==> config.mk <==
export PLATFORM = sky130hd
export DESIGN_NAME = stereo_audio_serial_transmitter
export DESIGN_NICKNAME = d
export VERILOG_FILES = /design/src/hdl/audio_tx_pkg.sv /design/src/hdl/sample_fifo.sv /design/src/hdl/stereo_audio_serial_transmitter.sv
export SDC_FILE = /design/constraint.sdc
export NUM_CORES = 2
export LEC_CHECK = 0
export ABC_AREA = 1
export CAP_MARGIN = 20
export CORE_UTILIZATION = 43
export CTS_CLUSTER_DIAMETER = 30
export DETAILED_ROUTE_END_ITERATION = 12
export DONT_BUFFER_PORTS = 1
export GPL_ROUTABILITY_DRIVEN = 0
export GPL_TIMING_DRIVEN = 0
export HOLD_SLACK_MARGIN = 0.08
export SETUP_SLACK_MARGIN = 0.1
export SLEW_MARGIN = 20
export SYNTH_ARGS = -nofsm -noshare
export SYNTH_HDL_FRONTEND = slang
export SYNTH_HIERARCHICAL = 1
export SYNTH_SLANG_ARGS = --single-unit
==> constraint.sdc <==
create_clock -name clk -period 8.5 [get_ports clk]
set_clock_uncertainty 0.15 [all_clocks]
set_input_delay 0.85 -clock clk [delete_from_list [all_inputs] [get_ports clk]]
set_output_delay 0.85 -clock clk [all_outputs]
set_load 0.1 [all_outputs]
==> src/hdl/audio_tx_pkg.sv <==
// Shared register map, field layouts and codes for the stereo audio transmitter
package audio_tx_pkg;

	localparam logic [31:0] CONFIG_ADDR  = 32'he000_0000;
	localparam logic [31:0] STATUS_ADDR  = 32'he000_0004;
	localparam logic [31:0] PENDING_ADDR = 32'he000_0008;
	localparam logic [31:0] ENABLE_ADDR  = 32'he000_000c;
	localparam logic [31:0] LEFT_ADDR    = 32'he000_0010;
	localparam logic [31:0] RIGHT_ADDR   = 32'he000_0014;

	localparam logic [31:0] CONFIG_RESET = 32'h0000_0102;
	localparam logic [31:0] CONFIG_WMASK = 32'hc000_1f7f;

	localparam int          BUSY_BIT     = 28;
	localparam int          CODE_LSB     = 24;
	localparam int          EVT_ERROR    = 8;
	localparam int          EVT_W        = 9;
	localparam logic [3:0]  ERR_RESET    = 4'hf;
	localparam logic [3:0]  ERR_LEFT_FULL  = 4'h1;
	localparam logic [3:0]  ERR_RIGHT_FULL = 4'h2;

	localparam logic [1:0]  AXI_OKAY     = 2'h0;
	localparam logic [1:0]  AXI_SLVERR   = 2'h2;

	localparam logic [2:0]  WIDTH_8      = 3'h0;
	localparam logic [2:0]  WIDTH_16     = 3'h1;
	localparam logic [2:0]  WIDTH_18     = 3'h2;
	localparam logic [2:0]  WIDTH_24     = 3'h3;
	localparam logic [2:0]  WIDTH_32     = 3'h4;
	localparam logic [6:0]  BITS_8       = 7'h08;
	localparam logic [6:0]  BITS_16      = 7'h10;
	localparam logic [6:0]  BITS_18      = 7'h12;
	localparam logic [6:0]  BITS_24      = 7'h18;
	localparam logic [6:0]  BITS_32      = 7'h20;

	typedef enum logic [1:0] {
		FMT_I2S     = 2'h0,
		FMT_LEFT    = 2'h1,
		FMT_RIGHT   = 2'h2,
		FMT_I2S_ALT = 2'h3
	} fmt_t;

	typedef enum logic [1:0] {
		ST_IDLE = 2'h1,
		ST_RUN  = 2'h2
	} state_t;

	typedef struct packed {
		logic        enable;
		logic        flush;
		logic [16:0] rsvdHigh;
		fmt_t        format;
		logic [2:0]  width;
		logic        rsvdLow;
		logic        dma;
		logic        mono;
		logic        fixedRatio;
		logic        wordSelectPolarity;
		logic        bitOrderSel;
		logic        mute;
		logic        hold;
	} cfg_t;

	typedef struct packed {
		logic        valid;
		logic        eot;
		logic        empty;
		logic [31:0] data;
	} dma_src_t;

endpackage : audio_tx_pkg

==> src/hdl/sample_fifo.sv <==
// Per-channel sample FIFO with registered read data
`timescale 1ns/1ps
module sample_fifo #(
	parameter int WIDTH = 32,
	parameter int DEPTH = 16
) (
	input  wire logic                           clk,
	input  wire logic                           reset,
	input  wire logic                           flush,
	input  wire logic                           push,
	input  wire logic [WIDTH-1:0]               pushData,
	input  wire logic                           pop,
	output logic      [WIDTH-1:0]               popData,
	output logic      [$clog2(DEPTH+1)-1:0]     count,
	output logic                                full,
	output logic                                empty
);
	localparam int AW = $clog2(DEPTH);
	localparam logic [AW-1:0] LAST = AW'(DEPTH - 1);
	localparam logic [$clog2(DEPTH+1)-1:0] FULL_COUNT = ($clog2(DEPTH+1))'(DEPTH);

	logic [WIDTH-1:0] mem [DEPTH];
	logic [AW-1:0]    wrPtr_q;
	logic [AW-1:0]    rdPtr_q;
	logic             doPush;
	logic             doPop;

	assign doPush = push && !full;
	assign doPop  = pop && !empty;
	assign full   = (count == FULL_COUNT);
	assign empty  = (count == '0);

	always_ff @(posedge clk)
	begin
		if (doPush)
			mem[wrPtr_q] <= pushData;
	end

	always_ff @(posedge clk)
	begin
		if (reset)
			popData <= '0;
		else if (doPop)
			popData <= mem[rdPtr_q];
	end

	// Flush beats a simultaneous push so nothing stale survives
	always_ff @(posedge clk)
	begin
		if (reset || flush)
		begin
			wrPtr_q <= '0;
			rdPtr_q <= '0;
			count   <= '0;
		end
		else
		begin
			if (doPush)
				wrPtr_q <= (wrPtr_q == LAST) ? '0 : wrPtr_q + 1'b1;
			if (doPop)
				rdPtr_q <= (rdPtr_q == LAST) ? '0 : rdPtr_q + 1'b1;
			if (doPush && !doPop)
				count <= count + 1'b1;
			else if (doPop && !doPush)
				count <= count - 1'b1;
		end
	end
endmodule : sample_fifo

==> src/hdl/stereo_audio_serial_transmitter.sv <==
// Stereo audio serial transmitter with AXI4-Lite registers and DMA sample inputs
// Function
// - Clearing enable finishes the current frame; DMA mode discards pending samples.
// - Flush bit while disabled empties FIFOs; software waits for drained flag.
// - Format 0 and 3 give I2S framing, 1 left-justified, 2 right-justified.
// - Width codes 0..4 select 8,16,18,24,32 bits; reset selects 16.
// - Mono takes left samples only and sends each on both slots.
// - Bit clock is 16, 32 or 64 per frame by width, or always 64.
// - Word-select polarity maps WS level to channel; bit order picks MSB/LSB first.
// - Mute keeps consuming samples but sends zeros; mute resets set.
// - Hold sends zero frames with clock running, losing and skipping no sample.
// - A descriptor change in the feeding socket flushes all FIFOs.
// - Busy shows while transmitting; software polls it before reconfiguring.
// - Fault cause keeps only the first error while error is set; resets all ones.
// - Error flag is sticky, cleared only by software writing one.
// - In DMA mode underrun is high while no sample but socket not empty.
// - Hold-effective flag is high exactly while hold acts on the output.
// - Half-empty and room flags per channel follow the FIFO, reset to one.
// - Drained flag: FIFO and shifter empty after a start, register or DMA form.
// - Each request bit sets on its status rising edge and clears by writing one.
// - Mask bits forward requests to the interrupt but never affect setting.
// - Outside DMA mode a sample port write appends one sample, or raises error when full.
// - Sample ports are write-only; FIFO depth is a design parameter.
`timescale 1ns/1ps
module stereo_audio_serial_transmitter #(
	parameter int FIFO_DEPTH = 16,
	parameter int SCK_HALF   = 4
) (
	input  wire logic                  clk,
	input  wire logic                  reset,
	input  wire logic [31:0]           s_axi_awaddr,
	input  wire logic                  s_axi_awvalid,
	output logic                       s_axi_awready,
	input  wire logic [31:0]           s_axi_wdata,
	input  wire logic [3:0]            s_axi_wstrb,
	input  wire logic                  s_axi_wvalid,
	output logic                       s_axi_wready,
	output logic [1:0]                 s_axi_bresp,
	output logic                       s_axi_bvalid,
	input  wire logic                  s_axi_bready,
	input  wire logic [31:0]           s_axi_araddr,
	input  wire logic                  s_axi_arvalid,
	output logic                       s_axi_arready,
	output logic [31:0]                s_axi_rdata,
	output logic [1:0]                 s_axi_rresp,
	output logic                       s_axi_rvalid,
	input  wire logic                  s_axi_rready,
	input  wire audio_tx_pkg::dma_src_t leftDma,
	input  wire audio_tx_pkg::dma_src_t rightDma,
	input  wire logic                  descModified,
	output logic                       leftDmaReady,
	output logic                       rightDmaReady,
	output logic                       sck,
	output logic                       ws,
	output logic                       sd,
	output logic                       irq
);
	localparam int CW = $clog2(FIFO_DEPTH + 1);
	localparam int HW = $clog2(SCK_HALF + 1);
	localparam logic [HW-1:0] HALF_LAST = HW'(SCK_HALF - 1);
	localparam logic [CW-1:0] DEPTH_C   = CW'(FIFO_DEPTH);
	localparam logic [CW-1:0] HALF_C    = CW'(FIFO_DEPTH / 2);

	audio_tx_pkg::cfg_t   cfg_q;
	audio_tx_pkg::state_t state_q;
	audio_tx_pkg::dma_src_t dmaSrc [2];
	logic [31:0] awAddr_q, wData_q, wMask_q;
	logic        awHeld_q, wHeld_q, doWrite;
	logic [31:0] rdWord;
	logic [1:0]  rdResp;
	logic        enableSync_q, flushAll, flushActive, run, fall, frameStart, stopEvt;
	logic [5:0]  pos_q, posNext, wsPos;
	logic [6:0]  slotBits, sampleBits, sIdx;
	logic [HW-1:0] halfCnt_q;
	logic [1:0]  push, pop, popPend_q, holdValid_q, consume, full, empty, regWr;
	logic [1:0]  half_q, room_q, drained_q, eotSeen_q, dmaReady_q;
	logic [31:0] pushData [2];
	logic [31:0] popData [2];
	logic [31:0] hold_q [2];
	logic [31:0] cur_q [2];
	logic [CW-1:0] count [2];
	logic        curZero_q, pausedEff_q, noData_q, started_q, ready, take, zeroN;
	logic [31:0] selL, selR;
	logic        error_q, errSet, errClr;
	logic [3:0]  errCode_q, errCause;
	localparam int EVT_W_L = audio_tx_pkg::EVT_W;
	logic [EVT_W_L-1:0] status, statusPrev_q, rise, irqPend_q, irqEn_q;

	function automatic logic [6:0] widthBits(input logic [2:0] code);
		case (code)
			audio_tx_pkg::WIDTH_8:  widthBits = audio_tx_pkg::BITS_8;
			audio_tx_pkg::WIDTH_18: widthBits = audio_tx_pkg::BITS_18;
			audio_tx_pkg::WIDTH_24: widthBits = audio_tx_pkg::BITS_24;
			audio_tx_pkg::WIDTH_32: widthBits = audio_tx_pkg::BITS_32;
			default:                widthBits = audio_tx_pkg::BITS_16;
		endcase
	endfunction : widthBits

	// Upper bits beyond the width are ignored, so the sample sits LSB aligned
	function automatic logic bitAt(input logic [31:0] smp, input logic [6:0] s,
		input logic [6:0] slot, input logic [6:0] nb, input logic rj, input logic lsb);
		logic [6:0] off;
		logic [6:0] i;
		logic [6:0] idx;
		off = rj ? slot - nb : 7'h00;
		i = s - off;
		idx = lsb ? i : nb - 7'h01 - i;
		bitAt = (s >= off) && (i < nb) && smp[idx[4:0]];
	endfunction : bitAt

	assign dmaSrc[0] = leftDma;
	assign dmaSrc[1] = rightDma;

	// AXI4-Lite write: address and data taken in either order, response after both
	assign doWrite = awHeld_q && wHeld_q && !s_axi_bvalid;
	always_ff @(posedge clk)
	begin
		if (reset)
		begin
			s_axi_awready <= 1'b1;
			s_axi_wready  <= 1'b1;
			awHeld_q      <= 1'b0;
			wHeld_q       <= 1'b0;
			awAddr_q      <= '0;
			wData_q       <= '0;
			wMask_q       <= '0;
			s_axi_bvalid  <= 1'b0;
			s_axi_bresp   <= audio_tx_pkg::AXI_OKAY;
		end
		else
		begin
			if (s_axi_awvalid && s_axi_awready)
			begin
				awHeld_q      <= 1'b1;
				awAddr_q      <= s_axi_awaddr;
				s_axi_awready <= 1'b0;
			end
			if (s_axi_wvalid && s_axi_wready)
			begin
				wHeld_q      <= 1'b1;
				wData_q      <= s_axi_wdata;
				wMask_q      <= {{8{s_axi_wstrb[3]}}, {8{s_axi_wstrb[2]}},
					{8{s_axi_wstrb[1]}}, {8{s_axi_wstrb[0]}}};
				s_axi_wready <= 1'b0;
			end
			if (doWrite)
			begin
				awHeld_q     <= 1'b0;
				wHeld_q      <= 1'b0;
				s_axi_bvalid <= 1'b1;
				s_axi_bresp  <= (awAddr_q > audio_tx_pkg::RIGHT_ADDR
					|| awAddr_q < audio_tx_pkg::CONFIG_ADDR || awAddr_q[1:0] != 2'h0)
					? audio_tx_pkg::AXI_SLVERR : audio_tx_pkg::AXI_OKAY;
			end
			else if (s_axi_bvalid && s_axi_bready)
			begin
				s_axi_bvalid  <= 1'b0;
				s_axi_awready <= 1'b1;
				s_axi_wready  <= 1'b1;
			end
		end
	end

	always_comb
	begin
		rdResp = audio_tx_pkg::AXI_OKAY;
		rdWord = '0;
		unique case (s_axi_araddr)
			audio_tx_pkg::CONFIG_ADDR:  rdWord = cfg_q;
			audio_tx_pkg::STATUS_ADDR:
			begin
				rdWord = 32'(status);
				rdWord[audio_tx_pkg::BUSY_BIT] = run;
				rdWord[audio_tx_pkg::CODE_LSB +: 4] = errCode_q;
			end
			audio_tx_pkg::PENDING_ADDR: rdWord = 32'(irqPend_q);
			audio_tx_pkg::ENABLE_ADDR:  rdWord = 32'(irqEn_q);
			audio_tx_pkg::LEFT_ADDR, audio_tx_pkg::RIGHT_ADDR: rdWord = '0;
			default:                    rdResp = audio_tx_pkg::AXI_SLVERR;
		endcase
	end

	always_ff @(posedge clk)
	begin
		if (reset)
		begin
			s_axi_arready <= 1'b1;
			s_axi_rvalid  <= 1'b0;
			s_axi_rdata   <= '0;
			s_axi_rresp   <= audio_tx_pkg::AXI_OKAY;
		end
		else if (s_axi_arvalid && s_axi_arready)
		begin
			s_axi_arready <= 1'b0;
			s_axi_rvalid  <= 1'b1;
			s_axi_rdata   <= rdWord;
			s_axi_rresp   <= rdResp;
		end
		else if (s_axi_rvalid && s_axi_rready)
		begin
			s_axi_rvalid  <= 1'b0;
			s_axi_arready <= 1'b1;
		end
	end

	always_ff @(posedge clk)
	begin
		if (reset)
		begin
			cfg_q   <= audio_tx_pkg::CONFIG_RESET;
			irqEn_q <= '0;
		end
		else if (doWrite && awAddr_q == audio_tx_pkg::CONFIG_ADDR)
			cfg_q <= (cfg_q & ~(wMask_q & audio_tx_pkg::CONFIG_WMASK))
				| (wData_q & wMask_q & audio_tx_pkg::CONFIG_WMASK);
		else if (doWrite && awAddr_q == audio_tx_pkg::ENABLE_ADDR)
			irqEn_q <= (irqEn_q & ~wMask_q[EVT_W_L-1:0]) | (wData_q[EVT_W_L-1:0]
				& wMask_q[EVT_W_L-1:0]);
	end

	// Software must not change other fields with enable, so one stage suffices here
	always_ff @(posedge clk)
	begin
		if (reset)
			enableSync_q <= 1'b0;
		else
			enableSync_q <= cfg_q.enable;
	end

	assign flushActive = cfg_q.flush && !cfg_q.enable;
	assign stopEvt     = frameStart && !enableSync_q;
	assign flushAll    = flushActive || descModified || (stopEvt && cfg_q.dma);
	assign regWr[0]    = doWrite && awAddr_q == audio_tx_pkg::LEFT_ADDR && !cfg_q.dma;
	assign regWr[1]    = doWrite && awAddr_q == audio_tx_pkg::RIGHT_ADDR && !cfg_q.dma;
	assign ready       = holdValid_q[0] && (cfg_q.mono || holdValid_q[1]);
	assign take        = frameStart && enableSync_q && !cfg_q.hold && ready;
	assign consume[0]  = take;
	assign consume[1]  = take && !cfg_q.mono;
	assign leftDmaReady  = dmaReady_q[0];
	assign rightDmaReady = dmaReady_q[1];

	for (genvar c = 0; c < 2; c++)
	begin : g_chan
		assign push[c] = cfg_q.dma ? (dmaSrc[c].valid && dmaReady_q[c] && !full[c])
			: (regWr[c] && !full[c]);
		assign pushData[c] = cfg_q.dma ? dmaSrc[c].data : wData_q;
		assign pop[c] = (c == 0 || !cfg_q.mono) && !holdValid_q[c] && !popPend_q[c]
			&& !empty[c] && !flushAll;

		sample_fifo #(
			.WIDTH (32),
			.DEPTH (FIFO_DEPTH)
		) u_fifo (
			.clk      (clk),
			.reset    (reset),
			.flush    (flushAll),
			.push     (push[c]),
			.pushData (pushData[c]),
			.pop      (pop[c]),
			.popData  (popData[c]),
			.count    (count[c]),
			.full     (full[c]),
			.empty    (empty[c])
		);

		always_ff @(posedge clk)
		begin
			if (reset || flushAll)
			begin
				popPend_q[c]   <= 1'b0;
				holdValid_q[c] <= 1'b0;
				hold_q[c]      <= '0;
			end
			else
			begin
				popPend_q[c] <= pop[c];
				if (popPend_q[c])
				begin
					holdValid_q[c] <= 1'b1;
					hold_q[c]      <= popData[c];
				end
				else if (consume[c])
					holdValid_q[c] <= 1'b0;
			end
		end

		always_ff @(posedge clk)
		begin
			if (reset)
			begin
				half_q[c]     <= 1'b1;
				room_q[c]     <= 1'b1;
				drained_q[c]  <= 1'b0;
				eotSeen_q[c]  <= 1'b0;
				dmaReady_q[c] <= 1'b0;
			end
			else
			begin
				half_q[c] <= count[c] <= HALF_C;
				room_q[c] <= !full[c];
				if (flushAll || (state_q == audio_tx_pkg::ST_IDLE && enableSync_q))
					eotSeen_q[c] <= 1'b0;
				else if (cfg_q.dma && dmaSrc[c].eot)
					eotSeen_q[c] <= 1'b1;
				drained_q[c] <= started_q && empty[c] && !holdValid_q[c] && !popPend_q[c]
					&& (cfg_q.dma ? eotSeen_q[c] && (!run || curZero_q)
					: !enableSync_q && !run);
				dmaReady_q[c] <= cfg_q.dma && !flushAll
					&& (count[c] + CW'(push[c])) < DEPTH_C;
			end
		end
	end

	// Serial engine: bit clock divided from clk, data and WS change on its falling edge
	assign run        = (state_q == audio_tx_pkg::ST_RUN);
	assign sampleBits = widthBits(cfg_q.width);
	assign slotBits   = (cfg_q.fixedRatio || cfg_q.width == audio_tx_pkg::WIDTH_18
		|| cfg_q.width == audio_tx_pkg::WIDTH_24 || cfg_q.width == audio_tx_pkg::WIDTH_32)
		? audio_tx_pkg::BITS_32 : sampleBits;
	assign fall       = run && sck && halfCnt_q == HALF_LAST;
	assign posNext    = (7'(pos_q) == (slotBits << 1) - 7'h01) ? 6'h00 : pos_q + 6'h01;
	assign frameStart = fall && posNext == 6'h00;
	assign wsPos      = (cfg_q.format == audio_tx_pkg::FMT_I2S
		|| cfg_q.format == audio_tx_pkg::FMT_I2S_ALT)
		? ((7'(posNext) == (slotBits << 1) - 7'h01) ? 6'h00 : posNext + 6'h01) : posNext;
	assign zeroN = frameStart ? (cfg_q.hold || !ready || cfg_q.mute) : curZero_q;
	assign selL  = frameStart ? hold_q[0] : cur_q[0];
	assign selR  = frameStart ? (cfg_q.mono ? hold_q[0] : hold_q[1]) : cur_q[1];
	assign sIdx  = (7'(posNext) >= slotBits) ? 7'(posNext) - slotBits : 7'(posNext);

	always_ff @(posedge clk)
	begin
		if (reset)
		begin
			state_q   <= audio_tx_pkg::ST_IDLE;
			halfCnt_q <= '0;
			pos_q     <= '0;
			sck       <= 1'b0;
			sd        <= 1'b0;
			ws        <= 1'b0;
			started_q <= 1'b0;
		end
		else
		begin
			unique case (state_q)
				audio_tx_pkg::ST_IDLE:
				begin
					sck       <= 1'b0;
					halfCnt_q <= '0;
					sd        <= 1'b0;
					if (enableSync_q)
					begin
						state_q   <= audio_tx_pkg::ST_RUN;
						pos_q     <= 6'((slotBits << 1) - 7'h01);
						started_q <= 1'b1;
					end
				end
				audio_tx_pkg::ST_RUN:
				begin
					halfCnt_q <= (halfCnt_q == HALF_LAST) ? '0 : halfCnt_q + 1'b1;
					if (halfCnt_q == HALF_LAST)
						sck <= !sck;
					if (stopEvt)
					begin
						state_q <= audio_tx_pkg::ST_IDLE;
						sd      <= 1'b0;
					end
					else if (fall)
					begin
						pos_q <= posNext;
						sd    <= !zeroN && bitAt((7'(posNext) >= slotBits) ? selR : selL,
							sIdx, slotBits, sampleBits,
							cfg_q.format == audio_tx_pkg::FMT_RIGHT, cfg_q.bitOrderSel);
						ws    <= ((7'(wsPos) >= slotBits) ^ ((cfg_q.format ==
							audio_tx_pkg::FMT_I2S || cfg_q.format == audio_tx_pkg::FMT_I2S_ALT)
							== cfg_q.wordSelectPolarity));
					end
				end
			endcase
		end
	end

	// A hold keeps the fetched pair in place, so output resumes on the same sample
	always_ff @(posedge clk)
	begin
		if (reset)
		begin
			cur_q[0]    <= '0;
			cur_q[1]    <= '0;
			curZero_q   <= 1'b1;
			pausedEff_q <= 1'b0;
			noData_q    <= 1'b0;
		end
		else if (!run)
			pausedEff_q <= 1'b0;
		else if (frameStart)
		begin
			curZero_q   <= zeroN;
			pausedEff_q <= cfg_q.hold;
			noData_q    <= cfg_q.dma && !cfg_q.hold && !ready && (!dmaSrc[0].empty
				|| (!cfg_q.mono && !dmaSrc[1].empty));
			if (take)
			begin
				cur_q[0] <= selL;
				cur_q[1] <= selR;
			end
		end
	end

	// Error capture keeps the first cause; a new fault wins over a same-cycle clear
	assign errSet   = (regWr[0] && full[0]) || (regWr[1] && full[1]);
	assign errCause = (regWr[0] && full[0]) ? audio_tx_pkg::ERR_LEFT_FULL
		: audio_tx_pkg::ERR_RIGHT_FULL;
	assign errClr   = doWrite && awAddr_q == audio_tx_pkg::STATUS_ADDR
		&& wData_q[audio_tx_pkg::EVT_ERROR] && wMask_q[audio_tx_pkg::EVT_ERROR];
	always_ff @(posedge clk)
	begin
		if (reset)
		begin
			error_q   <= 1'b0;
			errCode_q <= audio_tx_pkg::ERR_RESET;
		end
		else
		begin
			error_q <= errSet || (error_q && !errClr);
			if (errSet && (!error_q || errClr))
				errCode_q <= errCause;
		end
	end

	assign status = {error_q, noData_q, pausedEff_q, half_q[1], room_q[1], drained_q[1],
		half_q[0], room_q[0], drained_q[0]};
	assign rise   = status & ~statusPrev_q;
	always_ff @(posedge clk)
	begin
		if (reset)
		begin
			statusPrev_q <= status;
			irqPend_q    <= '0;
			irq          <= 1'b0;
		end
		else
		begin
			statusPrev_q <= status;
			irqPend_q    <= rise | (irqPend_q & ~((doWrite && awAddr_q ==
				audio_tx_pkg::PENDING_ADDR) ? wData_q[EVT_W_L-1:0]
				& wMask_q[EVT_W_L-1:0] : '0));
			irq          <= |(irqPend_q & irqEn_q);
		end
	end

	enable_stop_a: assert property (@(posedge clk) disable iff (reset)
		(run && !enableSync_q) |-> ##[0:1000] (!run || enableSync_q))
		else $error("engine kept running after enable cleared");
	flush_empty_a: assert property (@(posedge clk) disable iff (reset)
		flushActive |=> (empty == 2'h3) && (holdValid_q == 2'h0))
		else $error("flush did not empty the channels");
	mono_copy_a: assert property (@(posedge clk) disable iff (reset)
		(take && cfg_q.mono) |=> (cur_q[1] == cur_q[0]))
		else $error("mono frame differs between slots");
	mute_zero_a: assert property (@(posedge clk) disable iff (reset)
		(fall && !frameStart && curZero_q) |=> !sd)
		else $error("nonzero data in a silent frame");
	hold_frame_a: assert property (@(posedge clk) disable iff (reset)
		(frameStart && enableSync_q && cfg_q.hold && !flushAll) |=> (curZero_q && pausedEff_q
		&& (holdValid_q[0] || !$past(holdValid_q[0]))))
		else $error("hold frame consumed or sent data");
	err_code_a: assert property (@(posedge clk) disable iff (reset)
		(error_q && !errClr) |=> (error_q && errCode_q == $past(errCode_q)))
		else $error("error flag or cause changed while set");
	overflow_err_a: assert property (@(posedge clk) disable iff (reset)
		((regWr[0] && full[0]) || (regWr[1] && full[1])) |=> error_q)
		else $error("write to full FIFO did not flag error");
	irq_rise_a: assert property (@(posedge clk) disable iff (reset)
		(rise != '0) |=> ((irqPend_q & $past(rise)) == $past(rise)))
		else $error("status rising edge not latched");
	irq_out_a: assert property (@(posedge clk) disable iff (reset)
		(|(irqPend_q & irqEn_q)) |=> irq)
		else $error("enabled request did not raise irq");
endmodule : stereo_audio_serial_transmitter

==> flow_summary.yaml <==
final_layout:
  regArea_um2: 39880
  drive_gt1_frac: 0.1146
  final_common_cell: "nand2_1"
  fillers: 12553
  area.growth.synth_to_final_pct: 23.13
  mostFrequentLayoutCells: "1731 x nand2_1, 1152 x edfxtp_1, 962 x inv_1"
  num-nets-final: 7178
  multi_input_area_um2: 17370
sta:
  drv_slew: 0
  setup_slack_ps: 1536
  worstMarginPinSlew_ps: 1298
  rsz0062_at_grt: "no"
  maxSlewHeadroom: 0.1343
  setup_viol: 0
  fmax_mhz: 143.6
  tns_ps: 0
  finalWorstPathRequiredPeriod_ps: 6964
  post-route-period-util: 0.8194
  hold_violations: 0
grt:
  grt_pass1_vias: 45966
  grt_pass1_wl_um: 291200
  grt_max_degree: 40
  grt_usage: 0.2687
  gr-total-overflow: 0
  grt_antenna_before_repair: 18
synth:
  yosys_warnings: 6
  synth.area.mux_share: 0
  yosysSeqAreaShare: 0.6385
  ys.flop_type: "edfxtp_1"
  ys_seq_elements: 1416
  synth_simple_gate_area_share: 0.2141
  synth_top_family_by_area: "simple AND/OR/NAND/NOR gates"
  synth_xor_xnor_area_share: 0.003345
  synth.distinct_cells: 57
  synth_edf_count: 1152
  synth_top_area_frac: 0.5538
  synth_compound_area_frac: 0.04507
  syn_area_per_cell_um2: 9.586
  yosys-top-cells-area: "edfxtp_1 55%, nand2_1 10%, dfxtp_1 8.5%, nand3_1 7.6%, inv_1 5.8%"
  async_flop_share: 0
  syn_area_um2: 62460
  synthAdderAreaFrac: 0.01078
  netlist_instances: 6516
  yosysTopAreaCell: "edfxtp_1"
setup_path:
  cp_max_fo: 10
  max_stage_delay_ps: 570
  cp_common_cell: "nand2_1"
  endpoint_kind: "flip-flop"
  slowest_stage: "fa_1"
  worstSetupPathType: "flip-flop to flip-flop"
  required_ps: 9150
  critPathArrivalTime_ps: 7610
  critical_path.startpoint_type: "flip-flop"
power_and_ir_drop:
  ir_worst_vdd_mv: 0.2316
  internal-power_mw: 15.71
  switching_share: 0.2188
  p_comb_frac: 0.040
  clkPwrFrac: 0.579
  pwr-share-seq: 0.381
  power.net_switching_mw: 4.401
  p_leak_nw: 31.73
  powerDensity_nw_per_um2: 261.5
floorplan:
  fp.coreArea_um2: 143800
  die_w_um: 383.1
  start_util: 0.4343
  dieArea_um2: 146800
  fp-row-count: 139
  io_pins: 225
  die_y_um: 383.1
drt:
  wl_per_cell_um: 21.90
  drt_iter0_markers: 5104
  vias: 47589
  via_per_inst: 5.232
  ant_nets: 0
  firstDrtPassIters: 12
  wirelength_um: 199200
  drc: 8
clocking:
  postCtsSetupBuffers: 0
  post_cts_resized: 0
  clkSinkCount: 1416
  cts.path.max_buffers: 4
  cts_tree: "done"
  cts_buffers: 307
  clock_latency_ps: 930
  htreeDepth: 5
  hold_buffers: 69
  path_clk_slew_ps: 50
  root_buffer: "clkbuf_16"
status:
  status: "complete, but fails checks"
  violations: "DRC"
placement:
  dp_worst_setup_slack_ps: 1679
  io_buffers: 0
  dp_hpwl_um: 139300
min_path:
  worstHoldPathType: "primary input to flip-flop"
run:
  maxCapViolations: 0
[sequential cells by signal (all words and copies together), names as in the netlist, 6 cells and up, named ones only]
name                   count
awAddr_q                  32
pos_q                      6
g_chan.u_fifo/wrPtr_q      8
g_chan.u_fifo/mem       1024
cur_q                     64
s_axi_rdata               19
wData_q                   32
g_chan.u_fifo/rdPtr_q      8
hold_q                    64
statusPrev_q               9
irqPend_q                  9
g_chan.u_fifo/count       10
g_chan.u_fifo/popData     64
[cells in the mapped netlist (4+ instances only)]
cell type and instances:
nand2_1 1733, edfxtp_1 1152, inv_1 964, nand3_1 944
nor2_1 408, dfxtp_1 264, a21oi_1 240, o21ai_0 235
buf_2 157, clkbuf_1 95, ha_1 49, buf_6 34
buf_4 30, nor3_1 24, a211oi_1 17, xor2_1 17
nand4_1 15, buf_1 11, nor4_1 11, inv_2 9
or2_2 9, clkinv_1 8, o31ai_1 8, nand2_2 7
o211ai_1 6, o22ai_1 6, xnor2_1 5, a221oi_1 4
clkbuf_2 4, nand3_2 4, nor2_2 4, o21ai_1 4
or4_1 4
[critical path, delay by kind of cell, from the launching register on]
family          cells  cell delay, ps
fa+ha+maj           5            1780
simple gates       12            1620
flops               1             530
buf+inv             6            1000
compound gates      7            1740
[final timing paths]
| kind | startpoint | endpoint | slack (ps) | cells after the start |
|---|---|---|---|---|
| worst max-delay path | flip-flop | sd | 1540 | 30 |
| worst min-delay path | s_axi_wdata[5] | wData_q[5] | 100 | 2 |
| worst max register to register | flip-flop | sd | 1540 | 30 |
| worst min register to register | drained_q[0] | statusPrev_q[0] | 200 | 0 |
[per-stage QoR]
stage | power, mW | util | area, µm² | hold WS [ps] | cells
floorplan | 8.258 | - | 62520 | 180.8 | 6533
global placement | 8.521 | 0.4513 | 64900 | 184.1 | 8436
detailed placement | 8.538 | 0.4588 | 65990 | 196.6 | 8473
CTS | 20.19 | 0.5345 | 76880 | 85.02 | 9083
global route | 20.64 | 0.5346 | 76890 | 91.02 | 9088
finish | 20.11 | 0.5347 | 76910 | 99.12 | 9095
[routing by layer]
metal / global-route usage / up-vias / wire length [µm]
met3: 0.05835 / 428 / 17370
li1: - / 22302 / -
met1: 0.3461 / 22718 / 80450
met5: 0 / - / 80
met2: 0.4338 / 2127 / 92770
met4: 0.1203 / 14 / 8482
[power by group through the flow]
stage	combinational [mW]	sequential [mW]	clock, mW
2_1_floorplan	0.491	7.77	0
3_3_place_gp	0.736	7.78	0
3_5_place_dp	0.753	7.78	0
4_1_cts	0.784	7.66	11.7
5_1_grt	0.868	7.66	12.1
6_report	0.803	7.66	11.6
[cells by family after synthesis]
logic type	after synthesis
xor gates and xnor gates	23
adders and majority gates	52
and+or+nand+nor	3176
DFF	1416
AOI/OAI and AO/OA	533
buffers and inverters	1314
other	2
[cell type report]
class                      count  share of cell area
timing repair buffer         106             0.02008
clock buffer                 361              0.1073
tap                         1903             0.03096
sequential                  1416              0.5185
buffer                       331             0.02357
multi-input combinational   3803              0.2259
antenna                       12           0.0003904
clock inverter               180             0.02528
inverter                     983             0.04804
Power figures use the tool's default switching activity.
